**src/himfi_pkg.sv**
```systemverilog
// package for the interrupt mask / frame period register bank
// assumes an apb slave on pclk; offsets are printed command indexes times four
package himfi_pkg;

  // printed register indexes; byte address is four times the index
  localparam logic [7:0]  IDX_MASK_RD      = 8'h04;
  localparam logic [7:0]  IDX_MASK_CLR_RD  = 8'h05;
  localparam logic [7:0]  IDX_PERIOD_RD    = 8'h0D;
  localparam logic [7:0]  IDX_MASK_SET_WR  = 8'h84;
  localparam logic [7:0]  IDX_MASK_CLR_WR  = 8'h85;
  localparam logic [7:0]  IDX_PERIOD_WR    = 8'h8D;
  localparam logic [7:0]  IDX_CONTROL      = 8'hC0;
  localparam logic [7:0]  IDX_EVENTS       = 8'hC1;

  // field positions
  localparam int          MASTER_BIT       = 31;
  localparam int          TOGGLE_BIT       = 31;
  localparam int          BUDGET_LSB       = 16;
  localparam int          PERIOD_LSB       = 0;

  // writable bits of the shared mask: master, events 6..2 and 0
  localparam logic [31:0] MASK_VALID       = 32'h8000007D;
  localparam logic [31:0] PERIOD_VALID     = 32'hFFFF3FFF;

  // reset values
  localparam logic [31:0] MASK_RESET       = 32'h80000000;
  localparam logic [13:0] PERIOD_DEFAULT   = 14'h2EDF;
  localparam logic [31:0] PERIOD_RESET     = 32'h00002EDF;

  // frame period config as carried to the frame logic
  typedef struct packed {
    logic        toggle;
    logic [14:0] budget;
    logic [1:0]  unused;
    logic [13:0] period;
  } himfi_period_type;

endpackage : himfi_pkg

```
**src/himfi_regs.sv**
```systemverilog
// interrupt mask with set/clear views, frame period config and a small frame countdown
// assumes an apb master on pclk; bit_tick and event flags come from the host core
//
// The APB interface to the registers was chosen for this implementation.
`timescale 1ns/1ns

// Summary of operation
// writing 1 on the clear view clears that mask bit
// writing 0 on the clear view leaves the mask bit unchanged
// reading the clear view returns the live mask
// indexes 05 read and 85 write reach the same mask
// mask bits 6,5,4,3,2,0 gate their own event sources
// bit 31 one clears master enable; zero does nothing
// master enable comes up set after hardware or soft reset
// frame period config read at 0D and written at 8D
// frame period field bits 13..0, default 11999
// budget bits 30..16 loaded into packet counter at frame start
// software computes the budget; hardware stores it unchanged
// software inverts toggle bit 31 on each new period
// period rewrites accepted at any frame
// software saves period before controller reset
// controller soft reset returns period to default
// software may restore saved period after reset
// interrupt only with event flag, mask bit and master enable
// countdown at zero reloads from period at next bit time
// writing 1 on the set view sets mask bit; zero unchanged
// reserved bits ignore writes and read as zero
module himfi_regs (
  input  wire logic        pclk,
  input  wire logic        presetn,
  input  wire logic        psel,
  input  wire logic        penable,
  input  wire logic        pwrite,
  input  wire logic [11:0] paddr,
  input  wire logic [31:0] pwdata,
  output logic [31:0]      prdata,
  output logic             pready,
  output logic             pslverr,
  input  wire logic        bit_tick,
  input  wire logic [6:0]  event_flags,
  input  wire logic [14:0] packet_used,
  output logic             irq_req,
  output logic [31:0]      interrupt_mask,
  output himfi_pkg::himfi_period_type frame_period_config,
  output logic [13:0]      frame_countdown,
  output logic             frame_begin,
  output logic [14:0]      packet_counter
);

  logic [31:0] mask_ff;
  logic [31:0] nxt_mask;
  logic [31:0] period_ff;
  logic [31:0] nxt_period;
  logic [13:0] count_ff;
  logic [13:0] nxt_count;
  logic [14:0] pkt_ff;
  logic [14:0] nxt_pkt;
  logic        soft_rst_ff;
  logic        begin_ff;
  logic [31:0] rdata_ff;
  logic [31:0] nxt_rdata;
  logic        err_ff;

  // true when an aligned byte address lands on the word of a printed index;
  // misaligned addresses never hit, so they fall through to the error path
  function automatic logic idx_hit(input logic [11:0] addr, input logic [7:0] idx);
    idx_hit = (addr[1:0] == 2'b00) && (addr[11:2] == {2'b00, idx});
  endfunction : idx_hit

  // address decode: access strobes and one hit per register view
  wire         setup     = psel && !penable;
  wire         wr_acc    = psel && penable && pwrite;
  wire         hit_mrd   = idx_hit(paddr, himfi_pkg::IDX_MASK_RD);
  wire         hit_mcrd  = idx_hit(paddr, himfi_pkg::IDX_MASK_CLR_RD);
  wire         hit_prd   = idx_hit(paddr, himfi_pkg::IDX_PERIOD_RD);
  wire         hit_msw   = idx_hit(paddr, himfi_pkg::IDX_MASK_SET_WR);
  wire         hit_mcw   = idx_hit(paddr, himfi_pkg::IDX_MASK_CLR_WR);
  wire         hit_pw    = idx_hit(paddr, himfi_pkg::IDX_PERIOD_WR);
  wire         hit_ctl   = idx_hit(paddr, himfi_pkg::IDX_CONTROL);
  wire         hit_evt   = idx_hit(paddr, himfi_pkg::IDX_EVENTS);
  wire         rd_hit    = hit_mrd || hit_mcrd || hit_prd || hit_ctl || hit_evt;
  wire         wr_hit    = hit_msw || hit_mcw || hit_pw || hit_ctl;
  wire         bad_acc   = pwrite ? !wr_hit : !rd_hit;
  wire         do_set    = wr_acc && hit_msw;
  wire         do_clr    = wr_acc && hit_mcw;
  wire         do_pwr    = wr_acc && hit_pw;
  wire         do_ctl    = wr_acc && hit_ctl;
  wire         wdata_ok  = pwdata[0];

  // mask update: clear view, set view, soft reset
  always_comb begin
    nxt_mask = mask_ff;
    if (soft_rst_ff) begin
      nxt_mask = himfi_pkg::MASK_RESET;
    end else if (do_clr) begin
      nxt_mask = mask_ff & ~(pwdata & himfi_pkg::MASK_VALID);
    end else if (do_set) begin
      nxt_mask = mask_ff | (pwdata & himfi_pkg::MASK_VALID);
    end
  end

  // period update: any write accepted at any frame, soft reset restores default
  always_comb begin
    nxt_period = period_ff;
    if (soft_rst_ff) begin
      nxt_period = himfi_pkg::PERIOD_RESET;
    end else if (do_pwr) begin
      nxt_period = pwdata & himfi_pkg::PERIOD_VALID;
    end
  end

  // frame countdown and packet budget counter
  wire [13:0] fi_field = period_ff[13:0];
  always_comb begin
    nxt_count = count_ff;
    nxt_pkt   = pkt_ff;
    if (soft_rst_ff) begin
      nxt_count = himfi_pkg::PERIOD_DEFAULT;
    end else if (bit_tick) begin
      if (count_ff == 14'h0000) begin
        nxt_count = fi_field;
        nxt_pkt   = period_ff[30:16];
      end else begin
        nxt_count = count_ff - 14'h0001;
        nxt_pkt   = (pkt_ff > packet_used) ? pkt_ff - packet_used : 15'h0000;
      end
    end
  end

  // read mux; reserved bits already zero in storage
  always_comb begin
    nxt_rdata = 32'h00000000;
    if (hit_mrd || hit_mcrd) begin
      nxt_rdata = mask_ff;
    end else if (hit_prd) begin
      nxt_rdata = period_ff;
    end else if (hit_evt) begin
      nxt_rdata = {25'h0000000, event_flags};
    end
  end

  // register state
  always_ff @(posedge pclk or negedge presetn) begin
    if (!presetn) begin
      mask_ff     <= himfi_pkg::MASK_RESET;
      period_ff   <= himfi_pkg::PERIOD_RESET;
      count_ff    <= himfi_pkg::PERIOD_DEFAULT;
      pkt_ff      <= 15'h0000;
      soft_rst_ff <= 1'b0;
      begin_ff    <= 1'b0;
    end else begin
      mask_ff     <= nxt_mask;
      period_ff   <= nxt_period;
      count_ff    <= nxt_count;
      pkt_ff      <= nxt_pkt;
      soft_rst_ff <= do_ctl && wdata_ok;
      begin_ff    <= !soft_rst_ff && bit_tick && (count_ff == 14'h0000);
    end
  end

  // read data and error captured in setup, shown in the access phase
  always_ff @(posedge pclk or negedge presetn) begin
    if (!presetn) begin
      rdata_ff <= 32'h00000000;
      err_ff   <= 1'b0;
    end else if (setup) begin
      rdata_ff <= pwrite ? 32'h00000000 : nxt_rdata;
      err_ff   <= bad_acc;
    end
  end

  // irq gating by flag, mask bit and master enable
  wire [6:0] live = event_flags & mask_ff[6:0] & 7'h7D;
  assign irq_req  = mask_ff[himfi_pkg::MASTER_BIT] && (live != 7'h00);

  assign prdata              = rdata_ff;
  assign pready              = 1'b1;
  assign pslverr             = psel && penable && err_ff;
  assign interrupt_mask      = mask_ff;
  assign frame_period_config = period_ff;
  assign frame_countdown     = count_ff;
  assign frame_begin         = begin_ff;
  assign packet_counter      = pkt_ff;

  // checks on the mask views
  a_clear_write: assert property (@(posedge pclk) disable iff (!presetn)
    do_clr && !soft_rst_ff |=> (mask_ff & $past(pwdata) & himfi_pkg::MASK_VALID) == 32'h0)
    else $error("mask bit survived clear write");
  a_clear_keep: assert property (@(posedge pclk) disable iff (!presetn)
    do_clr && !soft_rst_ff |=> (mask_ff & ~$past(pwdata)) == ($past(mask_ff) & ~$past(pwdata)))
    else $error("clear write disturbed zero bits");
  a_set_write: assert property (@(posedge pclk) disable iff (!presetn)
    do_set && !soft_rst_ff |=> (mask_ff & $past(pwdata) & himfi_pkg::MASK_VALID)
      == ($past(pwdata) & himfi_pkg::MASK_VALID))
    else $error("mask bit not set");
  a_set_keep: assert property (@(posedge pclk) disable iff (!presetn)
    do_set && !soft_rst_ff |=> ($past(mask_ff) & ~mask_ff) == 32'h0)
    else $error("set write cleared a mask bit");
  a_master_clear: assert property (@(posedge pclk) disable iff (!presetn)
    do_clr && pwdata[31] && !soft_rst_ff |=> !mask_ff[31])
    else $error("master enable survived clear write");

  // checks on the read side of the shared mask and the period register
  a_read_mask: assert property (@(posedge pclk) disable iff (!presetn)
    setup && !pwrite && hit_mcrd |=> prdata == $past(mask_ff))
    else $error("clear view read differs from mask");
  a_read_shared: assert property (@(posedge pclk) disable iff (!presetn)
    setup && !pwrite && hit_mrd |=> prdata == $past(mask_ff))
    else $error("set view read differs from mask");
  a_read_period: assert property (@(posedge pclk) disable iff (!presetn)
    setup && !pwrite && hit_prd |=> prdata == $past(period_ff))
    else $error("period read differs from storage");

  // checks on the period register and on refused writes to the mask
  a_period_write: assert property (@(posedge pclk) disable iff (!presetn)
    do_pwr && !soft_rst_ff |=> period_ff == ($past(pwdata) & himfi_pkg::PERIOD_VALID))
    else $error("period write not stored");
  a_period_hold: assert property (@(posedge pclk) disable iff (!presetn)
    !do_pwr && !soft_rst_ff |=> $stable(period_ff))
    else $error("period changed without a write");
  a_bad_refused: assert property (@(posedge pclk) disable iff (!presetn)
    psel && penable && pwrite && bad_acc && !soft_rst_ff |=> $stable(mask_ff))
    else $error("refused write changed the mask");

  // checks on soft reset
  a_soft_period: assert property (@(posedge pclk) disable iff (!presetn)
    soft_rst_ff |=> period_ff[13:0] == 14'h2EDF && mask_ff[31])
    else $error("soft reset did not restore defaults");
  a_soft_mask: assert property (@(posedge pclk) disable iff (!presetn)
    soft_rst_ff |=> mask_ff == himfi_pkg::MASK_RESET)
    else $error("soft reset did not restore mask");

  // checks on interrupt gating
  a_irq_gate: assert property (@(posedge pclk) disable iff (!presetn)
    irq_req |-> mask_ff[31] && ((event_flags & mask_ff[6:0]) != 7'h00))
    else $error("irq without enable");
  a_irq_master: assert property (@(posedge pclk) disable iff (!presetn)
    mask_ff[31] && ((event_flags & mask_ff[6:0] & 7'h7D) != 7'h00) |-> irq_req)
    else $error("enabled event gave no irq");

  // checks on frame timing and reserved bits
  a_reload: assert property (@(posedge pclk) disable iff (!presetn)
    bit_tick && count_ff == 14'h0000 && !soft_rst_ff |=> count_ff == $past(period_ff[13:0]))
    else $error("countdown not reloaded");
  a_count_down: assert property (@(posedge pclk) disable iff (!presetn)
    bit_tick && count_ff != 14'h0000 && !soft_rst_ff |=> count_ff == $past(count_ff) - 14'h0001)
    else $error("countdown did not step");
  a_budget_load: assert property (@(posedge pclk) disable iff (!presetn)
    frame_begin |-> pkt_ff == $past(period_ff[30:16]))
    else $error("budget not loaded at frame start");
  a_frame_pulse: assert property (@(posedge pclk) disable iff (!presetn)
    frame_begin |-> $past(bit_tick) && $past(count_ff) == 14'h0000)
    else $error("frame start without reload");
  a_reserved_zero: assert property (@(posedge pclk) disable iff (!presetn)
    (mask_ff & ~himfi_pkg::MASK_VALID) == 32'h0 && period_ff[15:14] == 2'b00)
    else $error("reserved bit set");

endmodule : himfi_regs

```
**config.mk**
```make
export PLATFORM = sky130hd
export DESIGN_NAME = himfi_regs
export DESIGN_NICKNAME = d
export VERILOG_FILES = /design/src/himfi_pkg.sv /design/src/himfi_regs.sv
export SDC_FILE = /design/constraint.sdc
export NUM_CORES = 1
export LEC_CHECK = 0
export ABC_CLOCK_PERIOD_IN_PS = 3200
export BUFFER_PORTS_ARGS = -buffer_cell sky130_fd_sc_hd__buf_2
export CAP_MARGIN = 30
export CORE_MARGIN = 2
export CORE_UTILIZATION = 50
export CTS_CLUSTER_SIZE = 16
export DETAILED_ROUTE_END_ITERATION = 10
export GPL_TIMING_DRIVEN = 0
export HOLD_SLACK_MARGIN = 0.02
export PLACE_DENSITY = 0.81
export SLEW_MARGIN = 10
export SYNTH_ARGS = -nofsm -noshare
export SYNTH_HDL_FRONTEND = slang
export SYNTH_SLANG_ARGS = --single-unit
```
**constraint.sdc**
```tcl
create_clock -name pclk -period 3.2 [get_ports pclk]
set_input_delay 0.48 -clock pclk [delete_from_list [all_inputs] [get_ports pclk]]
set_output_delay 0.48 -clock pclk [all_outputs]
set_load 0.1 [all_outputs]
```
==> implementation parameters, run 1 <==
Parameter                              Value

STA
  Final Hold Slack ... 0.0817 ns
  Slew margin rel. ... 43.6%
  Setup Total Neg Slack ... 0 ns
  Setup repair after global routing missed its margin ... false
  Post-layout min period ... 2.66 ns
  Final setup viols ... 0
  Post-route fraction of the period consumed by the critical path ... 83.0%
  Fmax ... 376 MHz
  Number of max-slew violations in the final report ... 0
  Worst Max-Slew Pin Slew ... 0.839 ns
  Skew final ... 0.0225 ns
  Final Hold Violating Endpoints ... 0

Power
  Power per unit of standard cell area ... 463 nW/um^2
  Post-route total power ... 3.12 mW
  Standby leakage power ... 3.50 nW
  Max rail drop VDD ... 0.797 mV

Clocking
  Clock Tree Root ... sky130_fd_sc_hd__clkbuf_8
  Count of instances resized after the clock tree is built ... 0
  Bufs on Longest Clock Path ... 2
  H-Tree Depth ... 3
  Cts bufs inserted ... 9
  Sink count of the clock tree ... 100
  Clock input transition at the sequential cells of the worst setup and hold paths ... 0.10 ns
  Post-CTS setup buffer count ... 0
  Clock network latency to the later pin of the worst-skew pair ... 0.37 ns
  TritonCTS clock tree ... built
  Post-CTS Hold Buffers ... 0

Synth
  Flop and latch count out of synthesis ... 100
  Number of enable flip-flop cells after synthesis ... 0
  Top post-synthesis cells by area ... sky130_fd_sc_hd__dfrtp_1 36%, sky130_fd_sc_hd__dfstp_2 11%, sky130_fd_sc_hd__nand2_1 6.8%, sky130_fd_sc_hd__a21oi_1 4.5%, sky130_fd_sc_hd__buf_4 4.0%
  Post-Synthesis Cells ... 566
  Top_reg_cell synth ... sky130_fd_sc_hd__dfrtp_1
  Portion of synthesized cell area occupied by the leading cell type ... 35.7%
  Ranking of synthesized cells by instance count ... 98 x sky130_fd_sc_hd__nand2_1, 77 x sky130_fd_sc_hd__dfrtp_1, 49 x sky130_fd_sc_hd__a21oi_1
  Sequential cell area fraction in the yosys report ... 46.9%
  Cell with the most instances after synthesis ... sky130_fd_sc_hd__nand2_1
  Cell area after synthesis ... 5390 um^2
  Yosys top cell by area ... sky130_fd_sc_hd__dfrtp_1
  YS warnings ... 0
  Mapped Avg Cell Area ... 9.53 um^2
  Number of distinct library cells after synthesis ... 62
  Asr flop ratio synth ... 100%

Critical path
  Critical path start-end classification ... flop to flop
  Cells on worst reg2reg path ... 9
  Largest driver fanout on the critical path ... 10
  CP Launch Type ... flop
  Capture point of the worst reg-to-reg path ... packet_counter[7]
  Data arrival at the endpoint of the critical path ... 2.90 ns
  Data required time of the worst path ... 3.45 ns
  Register-to-register setup slack ... 0.54 ns
  Type of destination of the critical path ... flop
  Worst reg2reg path startpoint ... packet_counter[5]

Drt
  Number of vias per cell after detailed routing ... 5.55
  Violation count after the first detailed-route iteration ... 310
  Initial DRT Pass Iterations ... 5
  WL per Instance ... 16.9 um
  Number of design rule violations left after detail routing ... 0
  Count of vias placed by the detailed router ... 5077
  Detail Route Antenna Nets ... 0
  Final routed wirelength across all metal layers ... 15400 um

Global route
  Initial antenna violation count ... 0
  Leftover overflow at the end of global routing ... 0
  Via count of the first global-routing pass ... 4928
  First-pass GRT wire length ... 24500 um
  Largest net degree at the start of global routing ... 61
  Total global-route track usage ... 27.0%

Finish
  Final-layout fill cell count ... 877
  Share of the core filled with cells in the final layout ... 64.7%
  Layout Area Growth over Synthesis ... 25.0%
  Layout cell share with drive strength beyond 1 ... 34.4%
  Final nets ... 863
  Inserted Diodes ... 0
  Final Instance Area ... 6740 um^2

Floorplan
  Die height ... 108 um
  Number of standard-cell rows in the floorplan ... 37
  Initial core utilization ... 51.8%
  Die ar. ... 11600 um^2
  Number of I/O pins ... 201
  Core ar. ... 10400 um^2
  Horizontal die dimension ... 108 um

Job
  Number of max-capacitance violations reported ... 0

Placed design
  Count of input and output buffers ... 170
  Dpl hpwl ... 11900 um
  Gpl congestion ... 0.923
  Post-Place Cell Area ... 6550 um^2

Worst hold path
  Classification of the worst-slack hold path ... input port to async pin

Outcome
  Outcome ... completed
==> worst max path at each step <==
| stage | start | to | slack (ns) | cells after the start |
|---|---|---|---|---|
| finish | packet_counter[5] | packet_counter[7] | 0.54 | 9 |
| detailed placement | packet_used[5] | packet_counter[7] | 0.37 | 11 |
| global placement | packet_used[5] | packet_counter[7] | 0.38 | 11 |
| CTS | packet_counter[5] | packet_counter[7] | 0.56 | 9 |
| global route | packet_counter[5] | packet_counter[9] | 0.40 | 9 |
| floorplan | packet_counter[5] | packet_counter[7] | 0.27 | 9 |
==> through the flow <==
stage,worst slack [ns],std cells
2_1_floorplan,0.272,592
3_3_place_gp,0.381,898
3_5_place_dp,0.373,899
4_1_cts,0.565,915
5_1_grt,0.403,915
6_report,0.544,915
==> registers in the layout, summed over array words and instances, names as in the netlist <==
register	cells
prdata	31
frame_countdown	14
soft_rst_ff	1
frame_begin	1
packet_counter	15
interrupt_mask	7
frame_period_config	30
err_ff	1
==> worst max-delay path: stages, from the launching register on <==
cell and delay, ns:
sky130_fd_sc_hd__dfrtp_1 0.41, sky130_fd_sc_hd__ha_1 0.35, sky130_fd_sc_hd__a21o_1 0.21, sky130_fd_sc_hd__a21o_1 0.21, sky130_fd_sc_hd__a21o_1 0.17, sky130_fd_sc_hd__a221o_1 0.34
sky130_fd_sc_hd__nor2b_1 0.16, sky130_fd_sc_hd__o21ai_2 0.26, sky130_fd_sc_hd__clkbuf_2 0.30, sky130_fd_sc_hd__o21ai_0 0.13
==> cell families after synthesis <==
logic type	after synthesis	synth area share, %
AOI/OAI and AO/OA	158	19.8
xor gates and xnor gates	20	3.25
adders and majority gates	17	4.08
buffers and inverters	80	8.24
DFF	100	46.9
muxes	2	0.371
other	2	0.139
and+or+nand+nor	187	17.2
==> routing by layer <==
layer	share of wire (%)	up-vias	track usage (%)
met2	49	242	44.3
met1	41	2461	36.3
met5	0	-	0
li1	-	2357	-
met3	8.7	17	5.08
met4	1.2	0	8.24
==> cell type report <==
type | count | area (um^2) | area share (%)
buffer | 57 | 358 | 5.31
clock buffer | 10 | 138 | 2.04
clock inverter | 6 | 55.1 | 0.817
inverter | 23 | 86.3 | 1.28
multi-input combinational | 412 | 2520 | 37.4
sequential | 100 | 2530 | 37.6
tap | 136 | 170 | 2.53
timing repair buffer | 171 | 881 | 13.1
==> report_power, final <==
group	internal, mW	switching [mW]	total (mW)
clock network	0.320	0.473	0.793
logic	0.189	0.711	0.900
registers	1.35	0.0786	1.43
==> layout by cell type (no fill, tap or decap), drive strengths merged, types with 3 or more instances in the layout <==
cell    Yosys  routed
a22oi      19      19
nor2b       4       4
inv        23      26
nand2b      5       5
nor2       27      27
o31ai       8       8
a222oi      6       6
buf        42     213
o22ai       6       6
a221o       3       3
a21oi      50      50
dfrtp      77      77
and3        3       3
a22o       22      22
a31oi       4       4
a21o        5       5
or2         3       3
a211oi      3       3
nor3        9       9
nand3b     14      14
xnor2       8       8
nor4        3       3
dfstp      23      23
nand2      98      98
nand3      10      10
o21ai      23      23
clkbuf     15      25
xor2       12      12
nor4b       3       3
conb        2      28
ha         16      16
No activity file was read; power rests on OpenSTA's default activity.
==> run 2: changes to the inputs <==
- ABC_AREA: not set -> 1
- ABC_CLOCK_PERIOD_IN_PS: 3200 -> 2400
- CORE_UTILIZATION: 50 -> 47
- PLACE_DENSITY: 0.81 -> 0.78
- clock period: 3.2 -> 2.4 ns (I/O delays scaled with it)
==> run 2 against run 1 <==
- highest routed layer unchanged
- clock power up 82%
- via count up 12%
- count of clock-buffer cells in the layout unchanged
- register-to-register slack worse by 0.05 ns
- routed wire length up 7.3%
- hold slack better by 0.13 ns
- final cell count up 27%
- total power up 42%
==> implementation parameters, run 2 <==
Parameter                              Value

STA
  Final Hold Slack ... 0.214 ns
  Post-route fraction of the period consumed by the critical path ... 86.7%
  Final setup viols ... 0
  Fmax ... 481 MHz
  Final WS setup ... 0.319 ns
  Worst Max-Slew Pin Slew ... 0.707 ns
  Skew final ... 0.0149 ns
  Number of max-slew violations in the final report ... 0
  Final Hold Violating Endpoints ... 0
  Post-layout min period ... 2.08 ns
  Setup repair after global routing missed its margin ... false
  Slew margin rel. ... 52.8%

Global route
  Leftover overflow at the end of global routing ... 0
  Initial antenna violation count ... 0
  Via count of the first global-routing pass ... 5317
  First-pass GRT wire length ... 26600 um
  Total global-route track usage ... 23.9%
  Largest net degree at the start of global routing ... 61

Critical path
  Type of destination of the critical path ... output pin
  Largest driver fanout on the critical path ... 4
  Kind of cell with the highest combined delay on the critical path ... compound AO/OA/AOI/OAI gates
  Data arrival at the endpoint of the critical path ... 1.72 ns
  Data required time of the worst path ... 2.04 ns
  Critical path start-end classification ... flop to output pin
  Delay of the slowest critical-path stage ... 0.42 ns
  Crit-path most repeated cell ... sky130_fd_sc_hd__nand2_1
  Worst-path cell chain ... nand2_1 > nand2_1 > a221oi_1 > a31oi_4 > buf_2
  Worst path buffer plus inverter count ... 1
  CP Launch Type ... flop
  Critical-path cell with the highest stage delay ... sky130_fd_sc_hd__dfrtp_1

Drt
  Detail Route Antenna Nets ... 0
  Count of vias placed by the detailed router ... 5703
  Final routed wirelength across all metal layers ... 16600 um
  Initial DRT Pass Iterations ... 5
  WL per Instance ... 14.3 um
  Number of vias per cell after detailed routing ... 4.92
  Number of design rule violations left after detail routing ... 0
  Violation count after the first detailed-route iteration ... 353

Job
  Number of max-capacitance violations reported ... 0

Clocking
  Clock network latency to the later pin of the worst-skew pair ... 0.35 ns
  TritonCTS clock tree ... built
  Clock input transition at the sequential cells of the worst setup and hold paths ... 0.08 ns
  Post-CTS setup buffer count ... 0
  Clock Tree Root ... sky130_fd_sc_hd__clkbuf_16
  Bufs on Longest Clock Path ... 2
  H-Tree Depth ... 3
  Sink count of the clock tree ... 100
  Cts bufs inserted ... 9
  Count of instances resized after the clock tree is built ... 0

Floorplan
  Initial core utilization ... 48.3%
  Number of I/O pins ... 201
  Core ar. ... 12700 um^2
  Horizontal die dimension ... 118 um
  Number of standard-cell rows in the floorplan ... 41
  Die ar. ... 14000 um^2
  Die height ... 118 um

Finish
  Max FFs per register ... 31
  Most common library cell in the layout ignoring fill and taps ... sky130_fd_sc_hd__nand2_1
  Leading cell types in the layout, fill and taps excluded ... 200 x sky130_fd_sc_hd__nand2_1, 172 x sky130_fd_sc_hd__buf_2, 122 x sky130_fd_sc_hd__inv_1
  Layout Area Growth over Synthesis ... 24.7%
  Final nets ... 1070
  Final-layout fill cell count ... 1154
  Non-Filler Instances ... 1158
  Inserted Diodes ... 0
  Share of the core filled with cells in the final layout ... 60.2%
  Layout cell share with drive strength beyond 1 ... 33.9%

Synth
  Top_reg_cell synth ... sky130_fd_sc_hd__dfrtp_1
  Flop and latch count out of synthesis ... 100
  Number of enable flip-flop cells after synthesis ... 0
  Number of distinct library cells after synthesis ... 43
  Cell with the most instances after synthesis ... sky130_fd_sc_hd__nand2_1
  Mapped Avg Cell Area ... 7.93 um^2
  Asr flop ratio synth ... 100%
  Portion of synthesized cell area occupied by the leading cell type ... 31.5%
  Cell area after synthesis ... 6120 um^2
  Ranking of synthesized cells by instance count ... 200 x sky130_fd_sc_hd__nand2_1, 122 x sky130_fd_sc_hd__inv_1, 77 x sky130_fd_sc_hd__dfrtp_1
  Top post-synthesis cells by area ... sky130_fd_sc_hd__dfrtp_1 31%, sky130_fd_sc_hd__nand2_1 12%, sky130_fd_sc_hd__dfstp_2 9.9%, sky130_fd_sc_hd__inv_1 7.5%, sky130_fd_sc_hd__o21ai_2 4.3%
  Post-Synthesis Cells ... 772
  YS warnings ... 0
  Yosys top cell by area ... sky130_fd_sc_hd__dfrtp_1
  Sequential cell area fraction in the yosys report ... 41.4%

Outcome
  Outcome ... completed

Placed design
  Count of input and output buffers ... 170
  Dpl hpwl ... 13100 um
  Number of instances in the placed design ... 1141
  Pre-CTS WS ... 0.447 ns
  Gpl congestion ... 0.889

Power
  Power per unit of standard cell area ... 580 nW/um^2
  Standby leakage power ... 4.38 nW
  Max rail drop VDD ... 0.294 mV

Worst hold path
  Classification of the worst-slack hold path ... input port to flop
## run 2: worst register-to-register path, stage by stage, from the launching register on
cell and delay, ns:
sky130_fd_sc_hd__dfrtp_1 0.40, sky130_fd_sc_hd__inv_1 0.06, sky130_fd_sc_hd__ha_1 0.20, sky130_fd_sc_hd__fa_1 0.41
sky130_fd_sc_hd__inv_1 0.09, sky130_fd_sc_hd__nand3_1 0.06, sky130_fd_sc_hd__nand3_1 0.16, sky130_fd_sc_hd__nand3_1 0.09
sky130_fd_sc_hd__nand2_1 0.10, sky130_fd_sc_hd__xor2_1 0.15, sky130_fd_sc_hd__nand2_1 0.08, sky130_fd_sc_hd__nand2_1 0.06
## run 2: per-stage QoR
step	power, mW	setup TNS (ns)	instance area [um^2]
6_report	4.43	0	7630
5_1_grt	4.60	0	7630
4_1_cts	4.46	0	7630
3_5_place_dp	3.01	0	7330
3_3_place_gp	3.00	-5.34	7300
2_1_floorplan	2.78	0	6230
## run 2: power breakdown
| group | internal (mW) | switching, mW | leakage, nW |
|---|---|---|---|
| clock | 0.810 | 0.627 | 0.143 |
| sequential | 1.78 | 0.0789 | 1.31 |
| combinational | 0.241 | 0.894 | 2.93 |
## run 2: per-layer routing
metal	vias up	wire [um]	track usage [%]	share of wire (%)
met3	27	951	4.02	5.7
met5	-	0	0	0
li1	2807	-	-	-
met4	0	432	9.79	2.6
met1	2664	7310	31.0	44
met2	205	7870	39.6	48
## run 2: what timing repair did
item | in CTS | in global routing
hold buffers | 1 | 0
endpoints found under the setup margin | 0 | 0
hold endpoints to repair | 16 | 0
## run 2: cell type report
| type | instances | area (um^2) | area share (%) |
|---|---|---|---|
| plain buffers | 43 | 339 | 4.44 |
| clock buffers | 10 | 229 | 3.00 |
| clock inverters | 6 | 65.1 | 0.852 |
| inverters | 135 | 507 | 6.64 |
| multi-input cells | 520 | 2860 | 37.4 |
| flip-flops and latches | 100 | 2530 | 33.2 |
| well taps | 172 | 215 | 2.82 |
| repair buffers | 172 | 891 | 11.7 |
## run 2: cell families after synthesis
logic type | count (synthesis) | synth area share, %
compound gates | 137 | 15.2
buf+inv | 178 | 13.8
simple gates | 321 | 23.4
fa+ha+maj | 17 | 3.60
xor+xnor | 17 | 2.43
other cells | 2 | 0.123
flops | 100 | 41.4
## run 2: path summary, 6_finish.rpt
kind,depth (start not counted),startpoint,slack (ns),endpoint
setup / recovery,5,interrupt_mask[6],0.32,irq_req
hold / removal,3,pwdata[18],0.21,frame_period_config[18]
setup reg to reg,11,packet_counter[0],0.49,packet_counter[8]
hold reg to reg,2,prdata[23],0.48,prdata[23]
max in group asynchronous,3,presetn,1.10,frame_period_config[1]
min in group asynchronous,2,presetn,0.55,frame_period_config[18]
==> run 3: changes to the inputs <==
- CORE_ASPECT_RATIO: not set -> 0.6
- CORE_MARGIN: 2 -> 5
==> run 3 against run 2 <==
- hold slack worse by 0.19 ns
- critical endpoint unchanged
- setup slack improved by 0.031 ns
- combinational power about the same
- non-clock buffer count fell by 1
- total power is 2.0% lower
==> implementation parameters, run 3 (synthesis results as in run 2) <==
Parameter                              Value

STA
  Skew final ... 0.00594 ns
  Worst Max-Slew Pin Slew ... 0.644 ns
  Fmax ... 488 MHz
  Post-layout min period ... 2.05 ns
  Final WS setup ... 0.350 ns
  Final setup viols ... 0
  Final Hold Violating Endpoints ... 0
  Setup repair after global routing missed its margin ... false
  Number of max-slew violations in the final report ... 0
  Post-route fraction of the period consumed by the critical path ... 85.4%
  Slew margin rel. ... 57.1%

Clocking
  Sink count of the clock tree ... 100
  Clock input transition at the sequential cells of the worst setup and hold paths ... 0.07 ns
  H-Tree Depth ... 3
  Bufs on Longest Clock Path ... 2
  Post-CTS setup buffer count ... 0
  TritonCTS clock tree ... built
  Clock network latency to the later pin of the worst-skew pair ... 0.34 ns
  Clock Tree Root ... sky130_fd_sc_hd__clkbuf_16
  Cts bufs inserted ... 9
  Post-CTS Hold Buffers ... 0
  Count of instances resized after the clock tree is built ... 0

Floorplan
  Initial core utilization ... 47.8%
  Horizontal die dimension ... 157 um
  Die height ... 98.4 um
  Number of I/O pins ... 201
  Core ar. ... 12800 um^2
  Die ar. ... 15500 um^2
  Number of standard-cell rows in the floorplan ... 32

Critical path
  Type of destination of the critical path ... output pin
  Critical path start-end classification ... flop to output pin
  CP Launch Type ... flop
  Largest driver fanout on the critical path ... 4
  Data arrival at the endpoint of the critical path ... 1.69 ns
  Data required time of the worst path ... 2.04 ns

Finish
  Layout Area Growth over Synthesis ... 24.1%
  Max FFs per register ... 31
  Inserted Diodes ... 0
  Most common library cell in the layout ignoring fill and taps ... sky130_fd_sc_hd__nand2_1
  Final-layout fill cell count ... 1216
  Leading cell types in the layout, fill and taps excluded ... 200 x sky130_fd_sc_hd__nand2_1, 172 x sky130_fd_sc_hd__buf_2, 122 x sky130_fd_sc_hd__inv_1
  Layout cell share with drive strength beyond 1 ... 33.8%
  Final nets ... 1069

Global route
  First-pass GRT wire length ... 28400 um
  Leftover overflow at the end of global routing ... 0
  Total global-route track usage ... 23.3%
  Initial antenna violation count ... 0
  Largest net degree at the start of global routing ... 59
  Via count of the first global-routing pass ... 5228

Placed design
  Dpl hpwl ... 14700 um
  Gpl congestion ... 0.911
  Count of input and output buffers ... 170
  Pre-CTS WS ... 0.395 ns

Job
  Number of max-capacitance violations reported ... 0

Drt
  Number of vias per cell after detailed routing ... 4.89
  Detail Route Antenna Nets ... 0
  Final routed wirelength across all metal layers ... 18400 um
  Count of vias placed by the detailed router ... 5644
  Number of design rule violations left after detail routing ... 0
  WL per Instance ... 15.9 um
  Initial DRT Pass Iterations ... 5
  Violation count after the first detailed-route iteration ... 342

Worst hold path
  Classification of the worst-slack hold path ... input port to async pin

Power
  Max rail drop VDD ... 0.378 mV
  Standby leakage power ... 4.37 nW
  Power per unit of standard cell area ... 571 nW/um^2
  Post-route total power ... 4.34 mW

Outcome
  Outcome ... completed
==> run 3: changes by cell type in the layout (fill, tap and decap cells not counted), sizes merged <==
cell         delta
dlygate4sd3     -1
bufinv          -1
clkinvlp        -1
clkinv          +2
==> run 3: metrics by stage <==
step           cells  hold WS, ns  utilization, %  TNS (ns)  cell area [um^2]
3_3_place_gp    1138        0.461            57.0     -8.56              7300
5_1_grt         1155       0.0520            59.3         0              7600
4_1_cts         1155       0.0320            59.3         0              7600
2_1_floorplan    798       0.0644               -         0              6230
3_5_place_dp    1139        0.396            57.2         0              7330
6_report        1155       0.0270            59.3         0              7600
==> run 3: final timing paths <==
path                            depth (start not counted)  slack [ns]                 endpoint         startpoint
max in group asynchronous                               2        1.64  frame_period_config[10]            presetn
min in group pclk                                       3        0.23  frame_period_config[29]         pwdata[29]
worst max-delay path                                    5        0.35                  irq_req  interrupt_mask[0]
worst min register to register                          2        0.48                prdata[4]          prdata[4]
worst max register to register                         11        0.42        packet_counter[8]  packet_counter[0]
worst min-delay path                                    1        0.03       frame_countdown[5]            presetn
==> run 3: final cells by class <==
cell class / instances / area (um^2) / share of cell area, %
multi-input cells: 520 / 2860 / 37.6
flip-flops and latches: 100 / 2530 / 33.3
repair buffers: 171 / 881 / 11.6
inverters: 135 / 507 / 6.67
plain buffers: 43 / 339 / 4.46
clock buffers: 10 / 229 / 3.01
well taps: 170 / 213 / 2.80
clock inverters: 6 / 40.0 / 0.527
==> run 3: worst max-delay path: stages, from the launching register on <==
cell and delay (ns):
sky130_fd_sc_hd__dfrtp_1 0.42, sky130_fd_sc_hd__nand2_1 0.10, sky130_fd_sc_hd__nand2_1 0.05, sky130_fd_sc_hd__a221oi_1 0.36, sky130_fd_sc_hd__a31oi_4 0.12, sky130_fd_sc_hd__buf_2 0.31
==> run 3: power by group <==
part,internal [mW],switching (mW)
logic,0.240,0.898
registers,1.78,0.0763
clock network,0.705,0.645
==> run 3: per-layer routing <==
layer | part of all wire, % | global-route usage, %
met1 | 49 | 38.1
met2 | 40 | 30.9
met3 | 10 | 6.86
met4 | 0.35 | 2.45
met5 | 0 | 0
